File: config.mk
export PLATFORM = sky130hd
export DESIGN_NAME = adcac_top
export DESIGN_NICKNAME = d
export VERILOG_FILES = /design/src/include/adcac_pkg.sv /design/src/adcac_pacer.sv /design/src/adcac_top.sv
export SDC_FILE = /design/constraint.sdc
export NUM_CORES = 1
export LEC_CHECK = 0
export ABC_AREA = 1
export ABC_CLOCK_PERIOD_IN_PS = 1700
export BUFFER_PORTS_ARGS = -buffer_cell sky130_fd_sc_hd__clkbuf_2
export CORE_UTILIZATION = 25
export DETAILED_ROUTE_END_ITERATION = 10
export PLACE_DENSITY = 0.43
export SLEW_MARGIN = 20
export SYNTH_ARGS = -nofsm -noshare
export SYNTH_HDL_FRONTEND = slang
export SYNTH_HIERARCHICAL = 1
export SYNTH_SLANG_ARGS = --single-unit
File: constraint.sdc
create_clock -name sys_clk -period 1.7 [get_ports sys_clk]
set_input_delay 0.085 -clock sys_clk [delete_from_list [all_inputs] [get_ports sys_clk]]
set_output_delay 0.085 -clock sys_clk [all_outputs]
set_load 0.005 [all_outputs]
File: src/include/adcac_pkg.sv
package adcac_pkg;

  // register offsets (byte addresses on the host i/o bus)
  localparam logic [3:0] ADCAC_OFF_CNT0 = 4'h0;
  localparam logic [3:0] ADCAC_OFF_CNT1 = 4'h1;
  localparam logic [3:0] ADCAC_OFF_CNT2 = 4'h2;
  localparam logic [3:0] ADCAC_OFF_DATA_LO = 4'h4;
  localparam logic [3:0] ADCAC_OFF_DATA_HI = 4'h5;
  localparam logic [3:0] ADCAC_OFF_INT_CLR = 4'h8;
  localparam logic [3:0] ADCAC_OFF_GAIN = 4'h9;
  localparam logic [3:0] ADCAC_OFF_CHAN = 4'hA;
  localparam logic [3:0] ADCAC_OFF_MODE = 4'hB;
  localparam logic [3:0] ADCAC_OFF_STROBE = 4'hC;
  localparam logic [3:0] ADCAC_OFF_DO_LO = 4'hD;
  localparam logic [3:0] ADCAC_OFF_DO_HI = 4'hE;

  // mode register fields
  localparam int ADCAC_MODE_LSB = 0;
  localparam int ADCAC_IRQ_LSB = 4;
  localparam logic [2:0] ADCAC_MODE_SW0 = 3'h0;
  localparam logic [2:0] ADCAC_MODE_SW1 = 3'h1;
  localparam logic [2:0] ADCAC_MODE_PACER = 3'h2;
  localparam logic [2:0] ADCAC_MODE_PACER_INT = 3'h6;

  // irq line codes
  localparam logic [2:0] ADCAC_IRQ_UNUSED = 3'h1;
  localparam logic [2:0] ADCAC_IRQ2_ALT = 3'h2;
  localparam logic [2:0] ADCAC_IRQ_BASE = 3'h3;
  localparam int ADCAC_IRQ_LINES = 6;

  // reset values
  localparam logic [7:0] ADCAC_BYTE_RST = 8'h00;
  localparam logic [15:0] ADCAC_CNT_RST = 16'hFFFF;
  localparam logic [15:0] ADCAC_CNT_ONE = 16'h0001;
  localparam logic [15:0] ADCAC_CNT_ZERO = 16'h0000;
  localparam logic [7:0] ADCAC_RDY_BIT = 8'h10;

  // gain factors per code (low and high variants)
  localparam logic [10:0] ADCAC_GAIN_LO [4] = '{11'd1, 11'd2, 11'd4, 11'd8};
  localparam logic [10:0] ADCAC_GAIN_HI [4] = '{11'd1, 11'd10, 11'd100, 11'd1000};

  typedef struct packed {
    logic wr;
    logic rd;
    logic [3:0] addr;
    logic [7:0] wdata;
  } adcac_bus_type;

  typedef struct packed {
    logic [7:0] rdata;
    logic [15:0] dout;
  } adcac_host_out_type;

endpackage

File: src/adcac_pacer.sv
module adcac_pacer
  import adcac_pkg::*;
(
  // clock and reset
  input wire logic sys_clk,
  input wire logic nrst,
  // reload control
  input wire logic load_lo,
  input wire logic load_hi,
  input wire logic [7:0] load_data,
  input wire logic run,
  // periodic tick
  output logic tick
);
  import adcac_pkg::*;

  typedef struct packed {
    logic [15:0] div1;
    logic [15:0] div2;
    logic [15:0] cnt1;
    logic [15:0] cnt2;
    logic tick;
  } adcac_pacer_type;

  adcac_pacer_type s_r;
  adcac_pacer_type s_nxt;

  assign tick = s_r.tick;

  always_comb begin
    s_nxt = s_r;
    s_nxt.tick = 1'b0;
    if (load_lo) begin
      s_nxt.div1 = {s_r.div1[7:0], load_data};
    end
    if (load_hi) begin
      s_nxt.div2 = {s_r.div2[7:0], load_data};
    end
    if (!run) begin
      s_nxt.cnt1 = s_nxt.div1;
      s_nxt.cnt2 = s_nxt.div2;
    end else if (s_r.cnt1 <= ADCAC_CNT_ONE) begin
      s_nxt.cnt1 = s_r.div1;
      if (s_r.cnt2 <= ADCAC_CNT_ONE) begin
        s_nxt.cnt2 = s_r.div2;
        s_nxt.tick = 1'b1;
      end else begin
        s_nxt.cnt2 = s_r.cnt2 - ADCAC_CNT_ONE;
      end
    end else begin
      s_nxt.cnt1 = s_r.cnt1 - ADCAC_CNT_ONE;
    end
  end

  always_ff @(posedge sys_clk or negedge nrst) begin
    if (!nrst) begin
      s_r <= '{div1: ADCAC_CNT_RST, div2: ADCAC_CNT_RST, cnt1: ADCAC_CNT_RST,
               cnt2: ADCAC_CNT_RST, tick: 1'b0};
    end else begin
      s_r <= s_nxt;
    end
  end

endmodule // adcac_pacer

File: src/adcac_top.sv
// Summary of operation
// - two-bit gain code selects four gain steps
// - single-ended uses low four channel bits
// - differential uses low three bits, pairs
// - modes 000/001 software trigger, polled only
// - mode 110 pacer trigger, polled and interrupt
// - bits 6:4 route interrupt to bus line
// - strobe write fires one conversion in modes 000/001 only
// - high data byte shows busy flag in bit 4, one until result ready
// - interrupt mode raises request per completion
// - counters one and two chain to 32 bits
// - pacer output triggers converter in pacer modes
// - two byte latches drive sixteen outputs
// - ready reads one until result ready
// - interrupt flag set per conversion in mode 110, write clears
module adcac_top
  import adcac_pkg::*;
(
  // clock and reset
  input wire logic sys_clk,
  input wire logic nrst,
  // host register bus
  input wire adcac_pkg::adcac_bus_type bus,
  output adcac_pkg::adcac_host_out_type host_out,
  // board straps and converter
  input wire logic input_type_jumper,
  input wire logic adc_done,
  input wire logic [11:0] adc_result,
  output logic adc_trigger,
  // analog front end
  output logic [3:0] mux_sel,
  output logic mux_diff,
  output logic [1:0] gain_code,
  output logic [10:0] gain_factor_lo,
  output logic [10:0] gain_factor_hi,
  // interrupt lines irq2..irq7
  output logic [5:0] irq_lines
);
  import adcac_pkg::*;

  typedef struct packed {
    logic jmp_s1;
    logic jmp_s2;
    logic done_s1;
    logic done_s2;
    logic done_d;
    logic [1:0] gain;
    logic [7:0] chan;
    logic [7:0] mode;
    logic [15:0] dout;
    logic [11:0] result;
    logic ready_n;
    logic int_flag;
    logic trig;
    logic [7:0] rdata;
    logic [3:0] mux;
    logic diff;
    logic [5:0] irq;
    logic [10:0] glo;
    logic [10:0] ghi;
  } adcac_state_type;

  adcac_state_type s_r;
  adcac_state_type s_nxt;
  logic pacer_tick;
  logic [2:0] mode_f;
  logic [2:0] irq_f;
  logic sw_en;
  logic pacer_en;
  logic poll_en;
  logic int_en;
  logic done_pulse;

  adcac_pacer u_pacer (
    .sys_clk(sys_clk),
    .nrst(nrst),
    .load_lo(bus.wr && bus.addr == ADCAC_OFF_CNT1),
    .load_hi(bus.wr && bus.addr == ADCAC_OFF_CNT2),
    .load_data(bus.wdata),
    .run(pacer_en),
    .tick(pacer_tick)
  );

  //////////////////////////////////////////////////////////////////////////////
  // mode decode
  always_comb begin
    mode_f = s_r.mode[ADCAC_MODE_LSB +: 3];
    irq_f = s_r.mode[ADCAC_IRQ_LSB +: 3];
    sw_en = (mode_f == ADCAC_MODE_SW0) || (mode_f == ADCAC_MODE_SW1);
    pacer_en = (mode_f == ADCAC_MODE_PACER) || (mode_f == ADCAC_MODE_PACER_INT);
    poll_en = sw_en || (mode_f == ADCAC_MODE_PACER_INT);
    int_en = (mode_f == ADCAC_MODE_PACER_INT);
    done_pulse = s_r.done_s2 && !s_r.done_d;
  end

  //////////////////////////////////////////////////////////////////////////////
  // next state
  always_comb begin
    s_nxt = s_r;
    s_nxt.jmp_s1 = input_type_jumper;
    s_nxt.jmp_s2 = s_r.jmp_s1;
    s_nxt.done_s1 = adc_done;
    s_nxt.done_s2 = s_r.done_s1;
    s_nxt.done_d = s_r.done_s2;
    s_nxt.trig = 1'b0;
    if (bus.wr) begin
      unique case (bus.addr)
        ADCAC_OFF_GAIN: s_nxt.gain = bus.wdata[1:0];
        ADCAC_OFF_CHAN: s_nxt.chan = bus.wdata;
        ADCAC_OFF_MODE: s_nxt.mode = bus.wdata;
        ADCAC_OFF_DO_LO: s_nxt.dout[7:0] = bus.wdata;
        ADCAC_OFF_DO_HI: s_nxt.dout[15:8] = bus.wdata;
        default: s_nxt.gain = s_r.gain;
      endcase
    end
    if (bus.wr && bus.addr == ADCAC_OFF_STROBE && sw_en) begin
      s_nxt.trig = 1'b1;
      s_nxt.ready_n = 1'b1;
    end
    if (pacer_en && pacer_tick) begin
      s_nxt.trig = 1'b1;
      s_nxt.ready_n = 1'b1;
    end
    if (bus.wr && bus.addr == ADCAC_OFF_INT_CLR) begin
      s_nxt.int_flag = 1'b0;
    end
    if (done_pulse) begin
      s_nxt.result = adc_result;
      s_nxt.ready_n = 1'b0;
      if (int_en) begin
        s_nxt.int_flag = 1'b1;
      end
    end
    // channel mux and gain outputs
    s_nxt.diff = s_r.jmp_s2;
    if (s_r.jmp_s2) begin
      s_nxt.mux = {1'b0, s_r.chan[2:0]};
    end else begin
      s_nxt.mux = s_r.chan[3:0];
    end
    s_nxt.glo = ADCAC_GAIN_LO[s_r.gain];
    s_nxt.ghi = ADCAC_GAIN_HI[s_r.gain];
    // interrupt routing
    s_nxt.irq = '0;
    if (s_r.int_flag && int_en) begin
      if (irq_f < ADCAC_IRQ_BASE) begin
        s_nxt.irq[0] = (irq_f != ADCAC_IRQ_UNUSED);
      end else begin
        s_nxt.irq[irq_f - 3'(ADCAC_IRQ_LINES - 4)] = 1'b1;
      end
    end
    // read data
    s_nxt.rdata = ADCAC_BYTE_RST;
    if (bus.rd) begin
      if (bus.addr == ADCAC_OFF_DATA_LO) begin
        s_nxt.rdata = s_r.result[7:0];
      end else if (bus.addr == ADCAC_OFF_DATA_HI) begin
        s_nxt.rdata = {4'h0, s_r.result[11:8]} |
                      (s_r.ready_n ? ADCAC_RDY_BIT : ADCAC_BYTE_RST);
      end
    end
  end

  //////////////////////////////////////////////////////////////////////////////
  // registers
  always_ff @(posedge sys_clk or negedge nrst) begin
    if (!nrst) begin
      s_r <= '0;
      s_r.ready_n <= 1'b1;
      s_r.glo <= ADCAC_GAIN_LO[0];
      s_r.ghi <= ADCAC_GAIN_HI[0];
    end else begin
      s_r <= s_nxt;
    end
  end

  assign host_out = '{rdata: s_r.rdata, dout: s_r.dout};
  assign adc_trigger = s_r.trig;
  assign mux_sel = s_r.mux;
  assign mux_diff = s_r.diff;
  assign gain_code = s_r.gain;
  assign gain_factor_lo = s_r.glo;
  assign gain_factor_hi = s_r.ghi;
  assign irq_lines = s_r.irq;

endmodule // adcac_top

# Yosys cells after proc, flatten, opt, wreduce, memory -nomap -nowiden
# Index checks and enable logic that the tools add are counted.
# totals
register_bits	155
wordCells	102
out_inout_bits	60
in_bits	30
# op_classes
addsub	3
order_cmp	6
mux	31
bitwise_logic	2
n_reduce_logical	19
eq_ne	16
# ops
op	count
16-bit 2-to-1 mux	4
11-bit binary-select mux with 2-bit select	2
11-bit 2-to-1 mux	4
16-bit by 1-bit <= comparator with 1-bit output (second input constant)	2
32-bit 2-to-1 mux	1
16-bit by 1-bit subtractor with 16-bit output (second input constant)	2
4-bit equality test (second input constant)	7
17-bit 2-to-1 mux	1
8-bit 2-to-1 mux	2
5-bit 2-to-1 mux	3
1-bit 2-to-1 mux	10
2-bit AND reduction	5
1-bit logical AND	9
4-bit by 3-bit equality test with 1-bit output (second input constant)	2
6-bit 2-to-1 mux	1
4-bit by 5-bit OR with 5-bit output	1
4-bit by 1-bit equality test with 1-bit output (second input constant)	1
4-bit by 2-bit equality test with 1-bit output (second input constant)	1
3-bit by 4-bit < comparator with 1-bit output (second input constant)	1
4-bit 2-to-1 mux	1
1-bit demux with 3-bit select	1
3-bit by 1-bit equality test with 1-bit output (second input constant)	1
3-bit by 2-bit equality test with 1-bit output (second input constant)	1
3-bit equality test (second input constant)	1
12 further kinds	13

# Longest topological paths before layout
# depth
word_depth	7
mapped_depth	11
depth_no_buf	11

# By module
# The synthesis kept the hierarchy.
# modules_own_cells
module	n_inst	cells_each	area_each_um2	seq_area_each_um2
adcac_pacer	1	488	3803.6	1706.6
adcac_top	1	303	3138.0	1829.3

# Least setup slack after synthesis
# Ideal clock, no wire load.
# synth_timing
path_kind	register -> register
from	register u_pacer/s_r[17] in the netlist's numbering
to	register u_pacer/s_r[1] in the netlist's numbering
t_required_ns	1.636
synth_period_minus_slack_ns	1.719
arrival_time_ns	1.655
setup_time_ns	0.064
slack_ns	-0.019
path_buffers	1
stages_incl_launch_ff	11
cell_sequence	dfstp_2 -> inv_1 -> ha_1 -> nor2_1 -> nor2_4 -> nand3_4 -> nand2_4 -> inv_4 -> buf_6 -> nand2_1 -> nand3_1
# synth_via
elab_chain_cells	2
# synth_rtl
item	line_no	source
start: declaration	adcac_pacer.sv:25	adcac_pacer_type s_r;
start signal: assignment	adcac_pacer.sv:57	s_r <= '{div1: ADCAC_CNT_RST, div2: ADCAC_CNT_RST, cnt1: ADCAC_CNT_RST,
start signal: assignment	adcac_pacer.sv:60	s_r <= s_nxt;
16-bit by 1-bit <= comparator with 1-bit output	adcac_pacer.sv:42	end else if (s_r.cnt1 <= ADCAC_CNT_ONE) begin
2-bit by 1-bit != test with 1-bit output (no line)	n/a	
# Every way passes these cells.
# A chain may end at the register's enable or synchronous reset.

==> results.md <==
* Status: finished with violations
* Violated checks: setup timing
* DR WL/cell at between 10 and 15 um
* Yosys warns at 6
* Yosys reg bits at roughly 140
* RSZ-0062 raised after global routing: yes
* GPL Wtd Cong at 0.817
* Crit. End Element: register
* Die Height at 169 um
* Worst-Margin Slew at 0.520 ns
* Fraction of registers with async set/reset at 100%
* Initial antenna violation count at 0
* HPWL Detailed at around 12 mm
* CTS Sinks at 138
* Fin crit share at 101%
* Final instance count without filler cells at between 1k and 1.5k
* Rows at 60
* Pre-CTS setup slack at -0.0717 ns
* Cells after synthesis at between 700 and 800
* HP Class: in2reg
* Worst hold slack at 0.0310 ns
* 1st-pass router iterations at 5
* Clk_lat worst skew at 0.42 ns
* Worst vdd ir at 775 uV
* Setup-failing EPs final at 7
* Chip width at roughly 170 um
* Layout cells sized above 1 at between 30 and 40%
* Overall routed net length at 17.5 mm
* Critical path data arrival time at about 2 ns
* Area of the die at ~28000 um2
* DRT iter0 DRCs at around 240
* Post-synth EDFFs at 0
* CP required at slightly above 2 ns
* IO Count at 90
* Clk root buf: clkbuf_16
* WS Path Type: reg2reg
* Max Fclk at 583 MHz
* Final-stage net count at between 900 and 1k
* Ant diodes at 0
* Vias per cell at around 4.1
* Starting Density at roughly 26%
* Post-DRT Antenna Nets at 0
* Hold Fails Final Rpt at 0
* Total track usage at between 10 and 15%
* Port buffer count at 80
* Number of buffers created by CTS at 17
* Pins Over Slew Limit at 0
* First-pass GRT wire length at between 20 and 30 mm
* Residual DRC at 0
* Total power at around 12 mW
* Worst Path Max Fanout at 5
* Main synth FF type: dfrtp_1
* Clock Skews at between 0.009 and 0.01 ns
* Max-Cap Viols at 0
* CTS tree: built
* Setup ws final at -0.0147 ns
* Most frequent cells in the layout: 190 x nand2_1, 79 x clkbuf_2, 75 x inv_1, 73 x nor2_1, 72 x dfrtp_1
* Worst-path clk slew at 0.06 ns
* Synth cell types at 42
* Area Growth Syn to Fin at 24.0%
* Avg Cell Area, Syn at about 9 um2
* Via count of the first global-routing pass at approximately 5.2k
* Largest net degree at the start of global routing at 50
* Leakage at around 4 nW
* Mapped cell area at 6940 um2
* Final Critical Period at roughly 1.7 ns
* Via count at between 5k and 6k
* H-Tree Depth at 4
* Relative slew slack at roughly two thirds
* Cells after DPL at between 1k and 1.5k
* Most common cell after layout, fill and taps aside: nand2_1
* CORE AREA at roughly 27000 um2
* Post-synthesis sequential area ratio at roughly 50%
* Pwr dens at approximately 1300 nW/um2
* Max clock buf depth at 2
* Grt total ovfl at 0
* Post-layout util at 31.8%
* Nature of the critical path startpoint: register
cells by family (layout without fill, tap and decap cells):
| group | Yosys count | count (layout) | synth area share, % |
|---|---|---|---|
| XOR/XNOR | 16 | 16 | 2.02 |
| adder cells (fa/ha/maj) | 4 | 4 | 0.721 |
| AO/OA/AOI/OAI | 82 | 82 | 6.78 |
| multiplexers | 15 | 15 | 2.43 |
| AND/OR/NAND/NOR | 378 | 379 | 24.7 |
| buffers and inverters | 157 | 258 | 12.4 |
| other | 1 | 9 | 0.0540 |
| flip-flops | 138 | 138 | 50.9 |
registers in the layout (all words and copies together) (netlist names), 2 cells and up:
signal / count
s_nxt: 4
u_pacer/s_r: 64
irq_lines: 6
host_out: 24
mode_f: 3
s_r: 19
gain_code: 2
irq_f: 3
gain_factor_hi: 6
mux_sel: 4
report_power, final:
part	total [mW]	switching (mW)	internal [mW]	leakage, nW
clock network	3.59	1.62	1.97	0.271
logic	2.94	1.69	1.25	2.18
registers	5.04	0.620	4.42	1.60
total	11.6	3.93	7.63	4.05
path summary, 6_finish.rpt:
path                                           start                           to  slack (ns)  cells past startpoint
setup reg to reg           u_pacer/s_r[18]$_DFF_PN1_    u_pacer/s_r[19]$_DFF_PN1_       -0.01                     10
hold reg to reg                  s_nxt[91]$_DFF_PN0_          s_nxt[90]$_DFF_PN0_        0.35                      0
min in group asynchronous                       nrst  gain_factor_hi[3]$_DFF_PN0_        0.11                      2
max in group asynchronous                       nrst    u_pacer/s_r[42]$_DFF_PN1_        0.93                      3
hold / removal                                bus[0]    u_pacer/s_r[49]$_DFF_PN1_        0.03                      3
setup / recovery           u_pacer/s_r[18]$_DFF_PN1_    u_pacer/s_r[19]$_DFF_PN1_       -0.01                     10
what timing repair did:
action	in CTS	in global routing
setup buffers	7	2
endpoints found under the setup margin	31	32
pin swaps	4	9
resized for setup	2	33
cloned	1	1
hold buffers	21	0
hold endpoints to repair	114	0
routing by layer:
| metal | vias up | routed length (um) | track usage, % |
|---|---|---|---|
| li1 | 2637 | - | - |
| met1 | 2501 | 8600 | 17.3 |
| met2 | 98 | 8110 | 20.4 |
| met3 | 20 | 482 | 2.13 |
| met4 | 0 | 323 | 5.02 |
| met5 | - | 0 | 0 |
critical path: stages (launching register included):
cell      delay [ns]
dfstp_2         0.37
inv_1           0.15
ha_4            0.18
nor2_4          0.04
nor2_4          0.12
nand3_4         0.18
buf_6           0.17
nor2_4          0.14
buf_6           0.15
nand2_2         0.04
o211ai_1        0.07
layout make-up:
cell class | count | area [um2]
sequential | 138 | 3540
clock buffer | 18 | 439
fill | 2859 | 18500
multi-input combinational | 505 | 2690
tap | 372 | 465
clock inverter | 14 | 129
timing repair buffer | 145 | 1040
inverter | 81 | 312
synth_stat cells, types with 8 or more instances:
library cell / number / area (um2)
a21oi_1: 22 / 110
buf_4: 59 / 443
dfrtp_1: 72 / 1800
dfstp_2: 66 / 1730
inv_1: 76 / 285
mux2_2: 15 / 169
nand2_1: 195 / 732
nand2_2: 10 / 62.6
nand3_1: 56 / 280
nor2_1: 78 / 293
nor2_2: 8 / 50.1
o21ai_0: 28 / 140
o21ai_1: 14 / 70.1
o21ai_2: 8 / 70.1
xor2_1: 10 / 87.6
metrics by stage:
stage,TNS (ns),area (um2)
after floorplan,0,6970
after global placement,-0.693,7620
after detailed placement,-0.969,7620
after CTS,-0.0477,8460
after global routing,-1.85,8610
final,-0.0420,8610
(Power assumes the default switching activity.)
